<file path="src/afe_regs.svh">
// Register offsets, field positions, reset values and timing counts of the
// front end control bank. Definitions only; included by the modules.
// Notes on behaviour
// Period field 01 per accumulation, 10 continuous
// Supply bit adds supply sample each measurement
// Trigger write starts one temperature conversion
// Finished conversion clears trigger bit thirty-one
// Magic lock word write locks serial port
// Locked port ignores all but lock word
// Writing zero to lock word unlocks port
// Enable bit zero powers converter and reference
// Enable bit one runs compute engine
// Accumulation interval spans 2520 converter samples
// Sample rate is two^15 over thirteen
// Reset word resets front end, sets flag
// Reserved bits read zero, writes ignored
`ifndef AFE_REGS_SVH
`define AFE_REGS_SVH

`define AFE_OFS_STATUS 12'h311
`define AFE_OFS_RESET 12'h322
`define AFE_OFS_CFG 12'h323
`define AFE_OFS_TRIG 12'h324
`define AFE_OFS_LOCK 12'h325
`define AFE_OFS_EN 12'h326

`define AFE_CFG_PER_LSB 2
`define AFE_CFG_PER_MSB 3
`define AFE_CFG_SUP_BIT 4
`define AFE_TRIG_BIT 31
`define AFE_EN_ADC_BIT 0
`define AFE_EN_CE_BIT 1
`define AFE_STAT_RST_BIT 8
`define AFE_STAT_RST_COPY_BIT 24

`define AFE_PER_ACCUM 2'h1
`define AFE_PER_CONT 2'h2

`define AFE_TRIG_VALUE 32'h8000_0000
`define AFE_LOCK_VALUE 32'h8000_0000
`define AFE_UNLOCK_VALUE 32'h0000_0000
`define AFE_RESET_VALUE 32'h8100_0000
`define AFE_REG_RESET 32'h0000_0000

`define AFE_CLK_HZ 125000000
`define AFE_FS_NUMER 32768
`define AFE_FS_DENOM 13
`define AFE_SAMPLE_CYCLES ((`AFE_CLK_HZ * `AFE_FS_DENOM) / `AFE_FS_NUMER)
`define AFE_SAMPLES_PER_ACC 2520

`define AFE_SPI_CMD_LAST 6'h0F
`define AFE_SPI_FRAME_LAST 6'h2F
`define AFE_SPI_FRAME_BITS 6'h30

`endif

</file>
<file path="src/afe_pkg.sv">
// Types shared by the front end control bank.
// Assumes afe_regs.svh for the numeric layout.
package afe_pkg;
	typedef enum logic [1:0]
	{
		AFE_ST_IDLE = 2'b00,
		AFE_ST_TEMP = 2'b01,
		AFE_ST_SUPPLY = 2'b11
	} afe_meas_state_e;
endpackage : afe_pkg

</file>
<file path="src/afe_ctrl_regs.sv">
// Control register bank of the measurement front end behind the serial slave:
// thermal config, conversion trigger, port lock, enables, sample timing.
// The sensor raises sensor_done for one cycle per finished conversion.
`timescale 1ns/10ps
`default_nettype none
`include "afe_regs.svh"
module afe_ctrl_regs
	import afe_pkg::*;
#(
	parameter int SAMPLE_CYCLES = `AFE_SAMPLE_CYCLES,
	parameter int SAMPLES_PER_ACC = `AFE_SAMPLES_PER_ACC
)
(
	input wire logic clk,
	input wire logic rstn,
	input wire logic spi_cs_n,
	input wire logic spi_sclk,
	input wire logic spi_mosi,
	output logic spi_miso,
	output logic spi_miso_oe,
	input wire logic sensor_done,
	output logic temp_start,
	output logic supply_start,
	output logic adc_enable,
	output logic ce_enable,
	output logic sample_tick,
	output logic accum_done,
	output logic fe_reset
);
	logic rd_stb, wr_stb, acc_ok, wr, wr_trig, rst_wr, auto_req;
	logic [11:0] addr;
	logic [31:0] wdata, rdata;
	logic [1:0] per_q, per_d, en_q, en_d;
	logic sup_q, sup_d, trig_q, trig_d, lock_q, lock_d, rflag_q, rflag_d;
	logic tstart_q, tstart_d, sstart_q, sstart_d, acc_q, acc_d, fer_q, fer_d, tick_q, tick_d;
	logic [31:0] div_q, div_d;
	logic [11:0] cnt_q, cnt_d;
	afe_meas_state_e st_q, st_d;

	afe_spi_slave u_spi (
		.clk(clk),
		.rstn(rstn),
		.spi_cs_n(spi_cs_n),
		.spi_sclk(spi_sclk),
		.spi_mosi(spi_mosi),
		.spi_miso(spi_miso),
		.spi_miso_oe(spi_miso_oe),
		.rd_stb(rd_stb),
		.wr_stb(wr_stb),
		.addr(addr),
		.wdata(wdata),
		.rdata(rdata)
	);

	assign acc_ok = ~lock_q | (addr == `AFE_OFS_LOCK);
	assign wr = wr_stb & acc_ok;
	assign wr_trig = wr & (addr == `AFE_OFS_TRIG) & (wdata == `AFE_TRIG_VALUE);
	assign rst_wr = wr & (addr == `AFE_OFS_RESET) & (wdata == `AFE_RESET_VALUE);
	assign auto_req = (per_q == `AFE_PER_CONT) | ((per_q == `AFE_PER_ACCUM) & acc_q);

	// Read mux; locked or unmapped offsets answer zero
	always_comb
	begin
		rdata = 32'h0000_0000;
		if (acc_ok)
		begin
			case (addr)
				`AFE_OFS_STATUS:
				begin
					rdata[`AFE_STAT_RST_BIT] = rflag_q;
					rdata[`AFE_STAT_RST_COPY_BIT] = rflag_q;
				end
				`AFE_OFS_CFG:
				begin
					rdata[`AFE_CFG_PER_MSB:`AFE_CFG_PER_LSB] = per_q;
					rdata[`AFE_CFG_SUP_BIT] = sup_q;
				end
				`AFE_OFS_TRIG: rdata[`AFE_TRIG_BIT] = trig_q;
				`AFE_OFS_LOCK: rdata = lock_q ? `AFE_LOCK_VALUE : `AFE_UNLOCK_VALUE;
				`AFE_OFS_EN: rdata[1:0] = en_q;
				default: rdata = 32'h0000_0000;
			endcase
		end
	end

	always_comb
	begin
		per_d = per_q;
		sup_d = sup_q;
		trig_d = trig_q;
		lock_d = lock_q;
		en_d = en_q;
		rflag_d = rflag_q;
		st_d = st_q;
		div_d = div_q;
		cnt_d = cnt_q;
		tstart_d = 1'b0;
		sstart_d = 1'b0;
		acc_d = 1'b0;
		tick_d = 1'b0;
		fer_d = 1'b0;
		if (wr && addr == `AFE_OFS_CFG)
		begin
			per_d = wdata[`AFE_CFG_PER_MSB:`AFE_CFG_PER_LSB];
			sup_d = wdata[`AFE_CFG_SUP_BIT];
		end
		if (wr && addr == `AFE_OFS_EN)
			en_d = wdata[1:0];
		if (wr && addr == `AFE_OFS_LOCK && wdata == `AFE_LOCK_VALUE)
			lock_d = 1'b1;
		if (wr && addr == `AFE_OFS_LOCK && wdata == `AFE_UNLOCK_VALUE)
			lock_d = 1'b0;
		// Sample clock runs only while the converter is enabled
		if (en_q[`AFE_EN_ADC_BIT])
		begin
			if (div_q == 32'(SAMPLE_CYCLES - 1))
			begin
				div_d = 32'h0000_0000;
				tick_d = 1'b1;
			end
			else
				div_d = div_q + 32'h0000_0001;
		end
		else
			div_d = 32'h0000_0000;
		if (!en_q[`AFE_EN_CE_BIT])
			cnt_d = 12'h000;
		else if (tick_q)
		begin
			if (cnt_q == 12'(SAMPLES_PER_ACC - 1))
			begin
				cnt_d = 12'h000;
				acc_d = 1'b1;
			end
			else
				cnt_d = cnt_q + 12'h001;
		end
		case (st_q)
			AFE_ST_IDLE:
				if (trig_q || auto_req)
				begin
					st_d = AFE_ST_TEMP;
					tstart_d = 1'b1;
				end
			AFE_ST_TEMP:
				if (sensor_done)
				begin
					if (sup_q)
					begin
						st_d = AFE_ST_SUPPLY;
						sstart_d = 1'b1;
					end
					else
					begin
						st_d = AFE_ST_IDLE;
						trig_d = 1'b0;
					end
				end
			AFE_ST_SUPPLY:
				if (sensor_done)
				begin
					st_d = AFE_ST_IDLE;
					trig_d = 1'b0;
				end
			default: st_d = AFE_ST_IDLE;
		endcase
		// New trigger beats the completion clear in the same cycle
		if (wr_trig)
			trig_d = 1'b1;
		if (rst_wr)
		begin
			per_d = 2'h0;
			sup_d = 1'b0;
			trig_d = 1'b0;
			lock_d = 1'b0;
			en_d = 2'h0;
			st_d = AFE_ST_IDLE;
			div_d = 32'h0000_0000;
			cnt_d = 12'h000;
			tstart_d = 1'b0;
			sstart_d = 1'b0;
			rflag_d = 1'b1;
			fer_d = 1'b1;
		end
	end

	always_ff @(posedge clk or negedge rstn)
	begin
		if (!rstn)
		begin
			per_q <= 2'h0;
			sup_q <= 1'b0;
			trig_q <= 1'b0;
			lock_q <= 1'b0;
			en_q <= 2'h0;
			rflag_q <= 1'b0;
			st_q <= AFE_ST_IDLE;
			div_q <= 32'h0000_0000;
			cnt_q <= 12'h000;
			tstart_q <= 1'b0;
			sstart_q <= 1'b0;
			acc_q <= 1'b0;
			tick_q <= 1'b0;
			fer_q <= 1'b0;
		end
		else
		begin
			per_q <= per_d;
			sup_q <= sup_d;
			trig_q <= trig_d;
			lock_q <= lock_d;
			en_q <= en_d;
			rflag_q <= rflag_d;
			st_q <= st_d;
			div_q <= div_d;
			cnt_q <= cnt_d;
			tstart_q <= tstart_d;
			sstart_q <= sstart_d;
			acc_q <= acc_d;
			tick_q <= tick_d;
			fer_q <= fer_d;
		end
	end

	assign temp_start = tstart_q;
	assign supply_start = sstart_q;
	assign adc_enable = en_q[`AFE_EN_ADC_BIT];
	assign ce_enable = en_q[`AFE_EN_CE_BIT];
	assign sample_tick = tick_q;
	assign accum_done = acc_q;
	assign fe_reset = fer_q;
endmodule : afe_ctrl_regs
`default_nettype wire

</file>
<file path="src/afe_spi_slave.sv">
// Serial slave framing: 16-bit command (write flag in bit 15, offset in 11:0)
// then 32 data bits, mode 0, MSB first. Pins are synchronous to clk.
`timescale 1ns/10ps
`default_nettype none
`include "afe_regs.svh"
module afe_spi_slave
	import afe_pkg::*;
(
	input wire logic clk,
	input wire logic rstn,
	input wire logic spi_cs_n,
	input wire logic spi_sclk,
	input wire logic spi_mosi,
	output logic spi_miso,
	output logic spi_miso_oe,
	output logic rd_stb,
	output logic wr_stb,
	output logic [11:0] addr,
	output logic [31:0] wdata,
	input wire logic [31:0] rdata
);
	logic sclk_q, sclk_d, wr_flag_q, wr_flag_d, rd_q, rd_d, wr_q, wr_d, miso_q, miso_d;
	logic [5:0] cnt_q, cnt_d;
	logic [30:0] sh_q, sh_d;
	logic [31:0] out_q, out_d, wdata_q, wdata_d;
	logic [11:0] addr_q, addr_d;
	logic rise, fall;

	assign rise = ~spi_cs_n & spi_sclk & ~sclk_q;
	assign fall = ~spi_cs_n & ~spi_sclk & sclk_q;

	always_comb
	begin
		sclk_d = spi_sclk;
		cnt_d = cnt_q;
		sh_d = sh_q;
		wr_flag_d = wr_flag_q;
		addr_d = addr_q;
		wdata_d = wdata_q;
		out_d = out_q;
		miso_d = miso_q;
		rd_d = 1'b0;
		wr_d = 1'b0;
		if (spi_cs_n)
		begin
			cnt_d = 6'h00;
			wr_flag_d = 1'b0;
		end
		else if (rise && cnt_q != `AFE_SPI_FRAME_BITS)
		begin
			sh_d = {sh_q[29:0], spi_mosi};
			cnt_d = cnt_q + 6'h01;
			if (cnt_q == `AFE_SPI_CMD_LAST)
			begin
				addr_d = {sh_q[10:0], spi_mosi};
				wr_flag_d = sh_q[14];
				rd_d = ~sh_q[14];
			end
			if (cnt_q == `AFE_SPI_FRAME_LAST && wr_flag_q)
			begin
				wdata_d = {sh_q, spi_mosi};
				wr_d = 1'b1;
			end
		end
		// Read data is captured in the strobe cycle, long before sclk falls
		if (rd_q)
			out_d = rdata;
		else if (fall && cnt_q > `AFE_SPI_CMD_LAST)
		begin
			miso_d = out_q[31];
			out_d = {out_q[30:0], 1'b0};
		end
	end

	always_ff @(posedge clk or negedge rstn)
	begin
		if (!rstn)
		begin
			sclk_q <= 1'b0;
			cnt_q <= 6'h00;
			sh_q <= 31'h0000_0000;
			wr_flag_q <= 1'b0;
			addr_q <= 12'h000;
			wdata_q <= 32'h0000_0000;
			out_q <= 32'h0000_0000;
			miso_q <= 1'b0;
			rd_q <= 1'b0;
			wr_q <= 1'b0;
		end
		else
		begin
			sclk_q <= sclk_d;
			cnt_q <= cnt_d;
			sh_q <= sh_d;
			wr_flag_q <= wr_flag_d;
			addr_q <= addr_d;
			wdata_q <= wdata_d;
			out_q <= out_d;
			miso_q <= miso_d;
			rd_q <= rd_d;
			wr_q <= wr_d;
		end
	end

	assign rd_stb = rd_q;
	assign wr_stb = wr_q;
	assign addr = addr_q;
	assign wdata = wdata_q;
	assign spi_miso = miso_q;
	assign spi_miso_oe = ~spi_cs_n & ~wr_flag_q & (cnt_q > `AFE_SPI_CMD_LAST);
endmodule : afe_spi_slave
`default_nettype wire
</file>
<file path="config.mk">
export PLATFORM = sky130hd
export DESIGN_NAME = afe_ctrl_regs
export DESIGN_NICKNAME = d
export VERILOG_FILES = /design/src/afe_pkg.sv /design/src/afe_ctrl_regs.sv /design/src/afe_spi_slave.sv
export VERILOG_INCLUDE_DIRS = /design/src
export SDC_FILE = /design/constraint.sdc
export NUM_CORES = 1
export LEC_CHECK = 0
export ABC_AREA = 0
export BUFFER_PORTS_ARGS = -buffer_cell sky130_fd_sc_hd__buf_4
export CORE_AREA = 2 2 117 119
export CTS_BUF_LIST = sky130_fd_sc_hd__clkbuf_8
export DETAILED_ROUTE_END_ITERATION = 6
export DIE_AREA = 0 0 119 121
export GPL_TIMING_DRIVEN = 0
export PLACE_DENSITY = 0.82
export SETUP_SLACK_MARGIN = 0.05
export SYNTH_ARGS = -nofsm -noshare
export SYNTH_HDL_FRONTEND = slang
export SYNTH_HIERARCHICAL = 1
export SYNTH_SLANG_ARGS = --single-unit
</file>
<file path="constraint.sdc">
create_clock -name clk -period 2.95 [get_ports clk]
set_clock_uncertainty 0.1 [all_clocks]
set_input_delay 0.59 -clock clk [delete_from_list [all_inputs] [get_ports clk]]
set_output_delay 0.59 -clock clk [all_outputs]
set_load 0.03 [all_outputs]
</file>
[After elaboration in Yosys (flattened, before gate mapping)]
Index checks and enable logic that the tools add are counted.
Operators by class
  $add $sub $neg: 3
  magnitude comparators: 1
  equality and inequality tests: 24
  bitwise gates (word level): 21
  reduce and logical (&&, ||, !) cells: 25
  mux-type cells: 64
Operators with widths (count)
  two-way mux 32 bit: 7
  == test 12 x 10 -> 1 bit (second input constant): 6
  == test 32 bit (second input constant): 2
  two-way mux 12 bit: 4
  adder 32 x 1 -> 32 bit (second input constant): 1
  == test 32 x 16 -> 1 bit (second input constant): 1
  zero test 32 bit: 1
  two-way mux 1 bit: 32
  two-way mux 2 bit: 9
  two-way mux 6 bit: 3
  two-way mux 15 bit: 1
  adder 12 x 1 -> 12 bit (second input constant): 1
  AND 1 bit: 12
  == test 12 bit (second input constant): 1
  inequality test 4 bit (second input constant): 3
  nonzero test 2 bit: 5
  inequality test 3 bit (second input constant): 3
  AND reduction 3 bit: 3
  logical AND 1 bit: 8
  case mux 1 bit (2 select lines): 4
  inverter 1 bit: 7
  adder 6 x 1 -> 6 bit (second input constant): 1
  == test 6 x 4 -> 1 bit (second input constant): 1
  == test 6 bit (second input constant): 1
  other kinds (16): 21
Word-level totals
  input bits: 6
  flip-flop bits (word level): 177
  logic and storage cells: 162
  output and inout port bits: 9

[Logic depth before layout (Yosys ltp)]
Gate-level depths: netlist (run 1).
  depth after elaboration: 8
  mapped depth: 8
  mapped depth without buffers: 7

[Hierarchy]
The synthesis (run 1) kept the hierarchy.
Modules (own cells, without submodules)
  afe_spi_slave: cells an instance 394, area each 5137.4 um^2, sequential area each 2952.8 um^2, instances 1
  afe_ctrl_regs: cells an instance 340, area each 3276.9 um^2, sequential area each 1476.4 um^2, instances 1

[Least setup slack after synthesis (run 1)]
No wires, ideal clock.
  path kind: register to register
  start point: register u_spi.addr_q[11], in the netlist u_spi/addr[11]
  end point: register div_q[4]
  data required time: 2.731 ns
  buffers on the path: 1
  cell stages (with the launch flop): 7
  arrival time: 1.974 ns
  library setup time: 0.119 ns
  path slack: 0.757 ns
  cell sequence: dfrtp_1 > or3_1 > or2_1 > or4_4 > o21ai_4 > buf_6 > nor2_2
On the way
  longest elaborated chain between the ends: 6
  elaborated cells on any way between the ends: 7
RTL lines
  from (decl): RTL line afe_spi_slave.sv:26  | logic [11:0] addr_q, addr_d;
  from (signal assigned): RTL line afe_spi_slave.sv:96  | addr_q <= addr_d;
  == test 12 x 10 -> 1 bit
  bitwise OR 1 bit: RTL line afe_ctrl_regs.sv:55  | assign acc_ok = ~lock_q | (addr == `AFE_OFS_LOCK);
  AND 1 bit: RTL line afe_ctrl_regs.sv:56  | assign wr = wr_stb & acc_ok;
  AND 1 bit * (2 in series): RTL line afe_ctrl_regs.sv:58  | assign rst_wr = wr & (addr == `AFE_OFS_RESET) & (wdata == `AFE_RESET_VALUE);
  two-way mux 32 bit *: RTL line afe_ctrl_regs.sv:170  | if (rst_wr)
  named net div_d[4]: RTL line afe_ctrl_regs.sv:36  | logic [31:0] div_q, div_d;
  to (signal assigned): RTL line afe_ctrl_regs.sv:215  | div_q <= div_d;
  to (decl): RTL line afe_ctrl_regs.sv:36
Mark *: on every way through the listed nets, which the timed path passes. The rest lies on a longest branch.
A chain may end at the register's enable or synchronous reset.

[Final worst setup path (run 1)]
  start point: register u_spi.cnt_q[4]
  end point: output port spi_miso_oe
On the way
  longest elaborated chain between the ends: 2
RTL lines
  from (decl): RTL line afe_spi_slave.sv:23  | logic [5:0] cnt_q, cnt_d;
  from (signal assigned): RTL line afe_spi_slave.sv:93  | cnt_q <= cnt_d;
  greater-than comparator 6 x 4 -> 1 bit (no line)
  AND 1 bit: RTL line afe_spi_slave.sv:110  | assign spi_miso_oe = ~spi_cs_n & ~wr_flag_q & (cnt_q > `AFE_SPI_CMD_LAST);
  to (decl): RTL line afe_ctrl_regs.sv:20  | output logic spi_miso_oe,
Every way passes these cells.

==> results.sh, run 1 <==
export IMPL_cts_buffers=17
export IMPL_dr_total_vias=5756
export IMPL_finalWirelength_um=16610
export IMPL_synthToLayoutAreaGrowth_pct=10.28
export IMPL_cp_slowest_cell="clkbuf_1"
export IMPL_path_clk_slew_ns=0.09
export IMPL_relSlewSlack=0.4392
export IMPL_synth_xor_area_frac=0.02810
export IMPL_path_cells="buf_2 > o21bai_2 > clkbuf_1 > nor2_1 > buf_4"
export IMPL_initial_core_util=0.6430
export IMPL_dp_hpwl_um=11390
export IMPL_tns_ns=0
export IMPL_final_common_cell="dfrtp_1"
export IMPL_grt_antenna_before_repair=0
export IMPL_path_buf_inv=3
export IMPL_num_antenna_cells=0
export IMPL_cp_start_kind="register"
export IMPL_cts_sinks=177
export IMPL_pre_cts_slack_ns=0.5392
export IMPL_avgSynthCellArea_sq_um=11.46
export IMPL_criticalPathCategory="reg -> out"
export IMPL_fp_row_count=42
export IMPL_post_route_period_util=0.9172
export IMPL_r2r_setup_slack_ns=0.53
export IMPL_clock_latency_ns=0.46
export IMPL_drv_cap=0
export IMPL_finalCriticalPeriod_ns=2.706
export IMPL_dr_wl_met2_um=8216
export IMPL_drive_gt1_frac=0.2273
export IMPL_power_frac_seq=0.576
export IMPL_rsz0062_at_grt="no"
export IMPL_netlist_area_sq_mm=0.008414
export IMPL_fmax_mhz=369.6
export IMPL_p_leak_nw=4.131
export IMPL_async_reset_ff_frac=1.000
export IMPL_ir_worst_vdd_mv=0.3680
export IMPL_hold_viol=0
export IMPL_worstSetupEndpointType="output pin"
export IMPL_ios=15
export IMPL_synth_adder_area_share=0.007435
export IMPL_ys_dominant_reg_cell="dfrtp_1"
export IMPL_setup_viol=0
export IMPL_cts_root_buf="clkbuf_8"
export IMPL_htreeDepth=4
export IMPL_cts_tree="done"
export IMPL_ys_seq_area_frac=0.5264
export IMPL_power_frac_comb=0.048
export IMPL_swShare=0.2391
export IMPL_path_max_fanout=10
export IMPL_nFillCells=941
export IMPL_wl_per_cell_um=16.93
export IMPL_top_layer="met4"
export IMPL_synth_seq_cells=177
export IMPL_io_buffers=14
export IMPL_worst_slew_pin_slew_ns=0.8336
export IMPL_final_max_slew_viol_count=0
export IMPL_first_iter_violations=490
export IMPL_yosys_area_share_simple=0.1808
export IMPL_net_switching_power_mw=1.063
export IMPL_core_sq_mm=0.01309
export IMPL_grt_usage=0.2454
export IMPL_clockPowerShare=0.376
export IMPL_post_cts_buffers=0
export IMPL_cp_top_family="buffers and inverters"
export IMPL_dr_pass1_iters=5
export IMPL_fp_dieW_um=119
export IMPL_synth_cell_types=62
export IMPL_fin_ws_ns=0.2444
export IMPL_synth_mux_area_frac=0.1245
export IMPL_die_y_um=121
export IMPL_final_cell_mix="177 x dfrtp_1, 51 x a21oi_1, 49 x mux2_2, 43 x o21ai_0, 37 x nor2b_1"
export IMPL_wirelength_met1_um=7588
export IMPL_synth_compound_area_frac=0.09948
export IMPL_final_antenna_net_count=0
export IMPL_via_per_inst=5.867
export IMPL_nets=803
export IMPL_max_stage_delay_ns=0.40
export IMPL_synth_top_family_by_area="simple AND/OR/NAND/NOR gates"
export IMPL_wl_met3_um=593
export IMPL_first_global_vias=5742
export IMPL_grt_max_degree=114
export IMPL_worstPathRequired_ns=2.26
export IMPL_cp_arrival_ns=2.02
export IMPL_place_congestion=0.8453
export IMPL_synth_cells=734
export IMPL_yosysWarnings=6
export IMPL_p_int_mw=3.383
export IMPL_status="finished clean"
export IMPL_dieArea_sq_mm=0.01440
export IMPL_cts_max_path_buffers=2
export IMPL_grt_overflow_total=0
export IMPL_hold_class="in -> reg"
export IMPL_grt_pass1_wl_um=28050
export IMPL_p_per_area_mw_per_mm2=479.1
export IMPL_synth_edf_count=0
export IMPL_drc=0
layout make-up:
class,instances,area (sq um),share of cell area
Buffer,38,242.7,0.02616
Sequential cell,177,4429,0.4773
Clock inverter,14,156.4,0.01686
Inverter,9,33.78,0.003641
Tap cell,176,220.2,0.02373
Multi-Input combinational cell,533,3799,0.4094
Clock buffer,18,247.7,0.02670
Timing Repair Buffer,16,150.1,0.01618
sequential cells by signal, summed over array words and instances, names as in the netlist, 2 cells and up:
name and count:
u_spi/addr 12, en_q 2, u_spi/sh_q 31, u_spi/cnt_q 6, st_q 2, u_spi/out_q 32
cnt_q 12, div_q 32, u_spi/wdata 32, per_q 2
power by group through the flow:
stage	clock, mW	combinational (mW)	sequential (mW)
2_1_floorplan	0	0.133	2.58
3_3_place_gp	0	0.202	2.60
3_5_place_dp	0	0.216	2.61
4_1_cts	1.70	0.219	2.56
5_1_grt	1.81	0.240	2.57
6_report	1.67	0.215	2.56
timing repair:
action	CTS	global route
hold buffers	1	0
endpoints found under the setup margin	1	0
endpoints found under the hold margin	64	0
resized for setup	1	0
kinds of logic (layout without fill, tap and decap cells):
logic type / Yosys count / after routing
xor+xnor: 27 / 27
mux: 84 / 84
compound gates: 145 / 145
other cells: 1 / 24
flops: 177 / 177
fa+ha+maj: 5 / 5
buf+inv: 47 / 95
simple gates: 248 / 248
routing by layer:
layer,vias to the layer above,global-route usage
met4,0,0.07366
met2,123,0.3987
met5,-,0
met3,21,0.05075
li1,2740,-
met1,2872,0.3361
synthesized netlist by cell type (all sizes together), types with 5 or more instances:
cell type | n | area [sq um]
dfrtp | 177 | 4429
ha | 5 | 62.56
and2 | 6 | 37.54
or3 | 11 | 68.82
mux2i | 6 | 60.06
nand2b | 10 | 62.56
and3 | 9 | 56.30
a31oi | 33 | 206.5
clkbuf | 24 | 90.09
inv | 9 | 33.78
xor2 | 19 | 166.4
mux2 | 78 | 987.2
o21ai | 45 | 240.2
nand3 | 24 | 125.1
nor2 | 45 | 231.5
nor4 | 16 | 121.4
nor2b | 37 | 231.5
a21oi | 56 | 299.0
xnor2 | 8 | 70.07
nand2 | 32 | 120.1
buf | 14 | 152.7
nand4 | 18 | 112.6
nor3 | 7 | 35.03
path summary, 6_finish.rpt:
path                                                  from                          end  cells after the start
worst max-delay path            u_spi/cnt_q[4]$_DFFE_PN0P_                  spi_miso_oe                      5
worst min-delay path                              spi_sclk       u_spi/sclk_q$_DFF_PN0_                      1
worst max register to register         div_q[10]$_DFF_PN0_          div_q[29]$_DFF_PN0_                      5
worst min register to register         rflag_q$_DFFE_PN0N_          rflag_q$_DFFE_PN0N_                      1
max in group asynchronous                             rstn  u_spi/wdata[25]$_DFFE_PN0P_                      3
min in group asynchronous                             rstn  u_spi/out_q[19]$_DFFE_PN0P_                      2
stage by stage:
stage	util	hold WS [ns]	power, mW	cells	area [sq um]
floorplan	-	0.1944	2.715	757	8501
global placement	0.6745	0.3684	2.803	947	8826
detailed placement	0.6772	0.3621	2.823	948	8861
CTS	0.7091	0.1557	4.480	981	9279
global route	0.7091	0.1681	4.623	981	9279
finish	0.7091	0.1871	4.446	981	9279
No activity file was read; power rests on OpenSTA's default activity.
==> inputs of run 2 (changes only) <==
--- a/config.mk
+++ b/config.mk
@@ -8,10 +8,12 @@
 export LEC_CHECK = 0
 export ABC_AREA = 0
 export BUFFER_PORTS_ARGS = -buffer_cell sky130_fd_sc_hd__buf_4
-export CORE_AREA = 2 2 117 119
+export CELL_PAD_IN_SITES_DETAIL_PLACEMENT = 2
+export CELL_PAD_IN_SITES_GLOBAL_PLACEMENT = 2
+export CORE_AREA = 2 2 140 142
 export CTS_BUF_LIST = sky130_fd_sc_hd__clkbuf_8
 export DETAILED_ROUTE_END_ITERATION = 6
-export DIE_AREA = 0 0 119 121
+export DIE_AREA = 0 0 142 144
 export GPL_TIMING_DRIVEN = 0
 export PLACE_DENSITY = 0.82
 export SETUP_SLACK_MARGIN = 0.05
==> results.sh, run 2 (synthesis gave the netlist of run 1 again) <==
export IMPL_worstSetupEndpointType="output pin"
export IMPL_dr_total_vias=5988
export IMPL_status="finished clean"
export IMPL_dp_cells=1010
export IMPL_core_sq_mm=0.01908
export IMPL_p_per_area_mw_per_mm2=495.1
export IMPL_drive_gt1_frac=0.2286
export IMPL_drc=0
export IMPL_grt_usage=0.2394
export IMPL_setup_viol=0
export IMPL_cp_arrival_ns=1.94
export IMPL_io_buffers=14
export IMPL_path_clk_slew_ns=0.10
export IMPL_nets=803
export IMPL_via_per_inst=5.741
export IMPL_die_y_um=144
export IMPL_drv_cap=0
export IMPL_worstPathRequired_ns=2.26
export IMPL_cp_start_kind="register"
export IMPL_place_congestion=0.7614
export IMPL_fmax_mhz=380.6
export IMPL_final_cell_mix="177 x dfrtp_1, 51 x a21oi_1, 49 x mux2_2, 43 x o21ai_0, 37 x nor2b_1"
export IMPL_tns_ns=0
export IMPL_dp_hpwl_um=15260
export IMPL_htreeDepth=4
export IMPL_ios=15
export IMPL_post_route_period_util=0.8906
export IMPL_final_antenna_net_count=0
export IMPL_rsz0062_at_grt="no"
export IMPL_path_cells="buf_2 > o21bai_2 > clkbuf_2 > nor2_1 > buf_4"
export IMPL_fp_dieW_um=142
export IMPL_cts_root_buf="clkbuf_8"
export IMPL_first_iter_violations=256
export IMPL_initial_core_util=0.4410
export IMPL_dr_pass1_iters=4
export IMPL_ir_worst_vdd_mv=0.2581
export IMPL_finalCriticalPeriod_ns=2.627
export IMPL_grt_pass1_wl_um=37870
export IMPL_p_leak_nw=4.151
export IMPL_pre_cts_slack_ns=0.4395
export IMPL_power_mw=4.648
export IMPL_clock_latency_ns=0.48
export IMPL_first_global_vias=6793
export IMPL_r2r_start="u_spi/wr_stb$_DFF_PN0_"
export IMPL_worst_slew_pin_slew_ns=0.8878
export IMPL_cts_max_path_buffers=2
export IMPL_stdcell_count=1043
export IMPL_hp_start="spi_sclk"
export IMPL_cp_slowest_cell="dfrtp_1"
export IMPL_final_max_slew_viol_count=0
export IMPL_cts_tree="done"
export IMPL_hold_class="in -> reg"
export IMPL_cts_buffers=17
export IMPL_grt_max_degree=109
export IMPL_criticalPathCategory="reg -> out"
export IMPL_relSlewSlack=0.4027
export IMPL_finalWirelength_um=22720
export IMPL_r2r_setup_slack_ns=0.38
export IMPL_crit_start="u_spi/cnt_q[4]$_DFFE_PN0P_"
export IMPL_fin_ws_ns=0.3228
export IMPL_hold_viol=0
export IMPL_cts_sinks=177
export IMPL_final_common_cell="dfrtp_1"
export IMPL_grt_overflow_total=0
export IMPL_wl_per_cell_um=21.78
export IMPL_grt_antenna_before_repair=0
export IMPL_fp_row_count=51
export IMPL_path_max_fanout=10
export IMPL_dieArea_sq_mm=0.02045
export IMPL_max_stage_delay_ns=0.37
export IMPL_num_antenna_cells=0
export IMPL_synthToLayoutAreaGrowth_pct=11.58
run 2: critical path: cells and delay by family, from the launching register on:
kind	cells	cell delay, ns
and+or+nand+nor	1	0.10
AOI/OAI and AO/OA	1	0.32
DFF	1	0.37
buffers and inverters	3	0.67
run 2: layout make-up:
class	count	area [sq um]
inverters	9	33.78
fillers	1937	9691
plain buffers	38	244.0
multi-input cells	533	3799
flip-flops and latches	177	4429
clock inverters	13	173.9
clock buffers	19	261.5
repair buffers	16	150.1
well taps	238	297.8
run 2: worst paths after layout:
check,depth (start not counted),endpoint
worst max-delay path,5,spi_miso_oe
worst min-delay path,1,u_spi/sclk_q$_DFF_PN0_
worst max register to register,7,cnt_q[6]$_DFFE_PN0P_
worst min register to register,1,rflag_q$_DFFE_PN0N_
max in group asynchronous,3,u_spi/sh_q[5]$_DFFE_PN0P_
min in group asynchronous,2,u_spi/out_q[11]$_DFFE_PN0P_
run 2: metal layers:
metal  up-vias  global-route usage  share of wire
met2        78              0.4193           0.52
met3        42             0.04172          0.019
met4         0             0.08579          0.025
met1      3139              0.2992           0.43
li1       2729                   -              -
met5         -                   0              0
run 2: what timing repair did:
item / 4_1_cts / 5_1_grt
endpoints found under the setup margin: 1 / 1
resized for setup: 1 / 2
hold buffers: 1 / 0
buffers inserted: 0 / 0
endpoints found under the hold margin: 61 / 0
cloned: 0 / 0
run 2: stage by stage:
stage,util,cell area [sq um],hold slack [ns]
floorplan,-,8501,0.1944
CTS,0.4920,9388,0.1470
finish,0.4921,9389,0.1762
global placement,0.4667,8904,0.3627
global route,0.4921,9389,0.1439
detailed placement,0.4685,8939,0.3825
run 2: power breakdown:
group / internal, mW / switching, mW
Sequential: 2.49 / 0.0804
Clock: 0.897 / 0.953
Combinational: 0.110 / 0.118
Total: 3.50 / 1.15
==> inputs of run 3 (changes only) <==
--- a/config.mk
+++ b/config.mk
@@ -15,8 +15,9 @@
 export DETAILED_ROUTE_END_ITERATION = 6
 export DIE_AREA = 0 0 142 144
 export GPL_TIMING_DRIVEN = 0
-export PLACE_DENSITY = 0.82
+export PLACE_DENSITY_LB_ADDON = 0.1
 export SETUP_SLACK_MARGIN = 0.05
+export SKIP_LAST_GASP = 1
 export SYNTH_ARGS = -nofsm -noshare
 export SYNTH_HDL_FRONTEND = slang
 export SYNTH_HIERARCHICAL = 1
==> results.sh, run 3 (synthesis gave the netlist of run 1 again) <==
export IMPL_status="finished clean"
export IMPL_path_max_fanout=10
export IMPL_grt_pass1_wl_um=36590
export IMPL_dp_hpwl_um=14700
export IMPL_grt_overflow_total=0
export IMPL_utilization=0.4899
export IMPL_cp_start_kind="register"
export IMPL_cp_arrival_ns=1.91
export IMPL_final_max_slew_viol_count=0
export IMPL_via_per_inst=5.684
export IMPL_cts_sinks=177
export IMPL_drc=0
export IMPL_finalWirelength_um=21480
export IMPL_fmax_mhz=384.5
export IMPL_drv_cap=0
export IMPL_clock_latency_ns=0.49
export IMPL_worst_slew_pin_slew_ns=0.9485
export IMPL_dr_total_vias=5923
export IMPL_worstSetupEndpointType="output pin"
export IMPL_post_route_period_util=0.8816
export IMPL_pre_cts_slack_ns=0.4510
export IMPL_dr_wl_met2_um=11300
export IMPL_fin_ws_ns=0.3493
export IMPL_hold_viol=0
export IMPL_final_antenna_net_count=0
export IMPL_ctsResizeCount=1
export IMPL_num_antenna_cells=0
export IMPL_grt_antenna_before_repair=0
export IMPL_setup_viol=0
export IMPL_wl_met3_um=383
export IMPL_cts_root_buf="clkbuf_8"
export IMPL_place_congestion=0.7975
export IMPL_post_cts_buffers=0
export IMPL_fp_dieW_um=142
export IMPL_io_buffers=14
export IMPL_ir_worst_vdd_mv=0.2795
export IMPL_final_cell_mix="177 x dfrtp_1, 51 x a21oi_1, 49 x mux2_2, 43 x o21ai_0, 37 x nor2b_1"
export IMPL_cts_max_path_buffers=2
export IMPL_dr_pass1_iters=4
export IMPL_fp_row_count=51
export IMPL_dieArea_sq_mm=0.02045
export IMPL_first_iter_violations=242
export IMPL_cts_hold_buffers=0
export IMPL_rsz0062_at_grt="no"
export IMPL_finalCriticalPeriod_ns=2.601
export IMPL_max_stage_delay_ns=0.52
export IMPL_cp_slowest_cell="dfrtp_1"
export IMPL_final_common_cell="dfrtp_1"
export IMPL_path_clk_slew_ns=0.11
export IMPL_p_leak_nw=4.146
export IMPL_wl_per_cell_um=20.61
export IMPL_grt_max_degree=115
export IMPL_nets=802
export IMPL_initial_core_util=0.4410
export IMPL_cts_buffers=17
export IMPL_top_layer="met4"
export IMPL_tns_ns=0
export IMPL_grt_usage=0.2303
export IMPL_drive_gt1_frac=0.2276
export IMPL_synthToLayoutAreaGrowth_pct=11.09
export IMPL_core_sq_mm=0.01908
export IMPL_cts_tree="done"
export IMPL_p_per_area_mw_per_mm2=482.2
export IMPL_first_global_vias=6667
export IMPL_worstPathRequired_ns=2.26
export IMPL_htreeDepth=4
export IMPL_ios=15
export IMPL_criticalPathCategory="reg -> out"
export IMPL_relSlewSlack=0.3618
export IMPL_wirelength_met1_um=9539
export IMPL_path_cells="o21bai_2 > clkbuf_2 > nor2_1 > buf_4"
export IMPL_hold_class="in -> async"
export IMPL_die_y_um=144
run 3: cell types whose count changed in the layout (fill, tap and decap cells not counted):
cell,change
inv_1,+1
bufinv_16,-2
inv_8,+3
dlygate4sd3_1,-1
clkinvlp_4,-3
clkinv_8,+2
clkinv_4,+1
clkbuf_8,-2
run 3: final timing paths:
path	from	endpoint	slack (ns)	cells past startpoint
setup / recovery	u_spi/cnt_q[5]$_DFFE_PN0P_	spi_miso_oe	0.35	4
hold / removal	rstn	u_spi/out_q[10]$_DFFE_PN0P_	0.07	1
setup reg to reg	u_spi/addr[10]$_DFFE_PN0P_	supply_start$_DFF_PN0_	0.42	6
hold reg to reg	rflag_q$_DFFE_PN0N_	rflag_q$_DFFE_PN0N_	0.38	1
max in group asynchronous	rstn	div_q[29]$_DFF_PN0_	1.84	2
min in group clk	spi_sclk	u_spi/sclk_q$_DFF_PN0_	0.16	1
run 3: critical path: cells and delay by family, from the launching register on:
kind	cells	cell delay, ns
AO/OA/AOI/OAI	1	0.36
buffers and inverters	2	0.45
flip-flops	1	0.52
AND/OR/NAND/NOR	1	0.09
run 3: stage by stage:
step           power, mW  cell area [sq um]  hold slack, ns  instances
2_1_floorplan      2.715               8501          0.1944        757
3_3_place_gp       2.810               8904          0.3677       1009
3_5_place_dp       2.835               8939          0.3601       1010
4_1_cts            4.578               9346         0.07339       1042
5_1_grt            4.700               9348          0.1176       1042
6_report           4.507               9348         0.06844       1042
run 3: layout make-up:
type                       count  area (sq um)
clock buffer                  17         234.0
clock inverter                15         170.2
fill                        1929          9732
timing repair buffer          15         140.1
tap                          238         297.8
inverter                       9         33.78
multi-input combinational    533          3799
buffer                        38         244.0
sequential                   177          4429
run 3: routing by layer:
layer  vias up  track usage
li1       2739            -
met2        47       0.4050
met3        20      0.03278
met4         0      0.06947
met1      3117       0.2965
met5         -            0
run 3: where the power goes:
part | switching (mW) | internal (mW) | leakage, nW
Clock | 1.01 | 0.710 | 0.208
Sequential | 0.0766 | 2.49 | 2.45
Combinational | 0.115 | 0.110 | 1.49
Total | 1.20 | 3.31 | 4.15
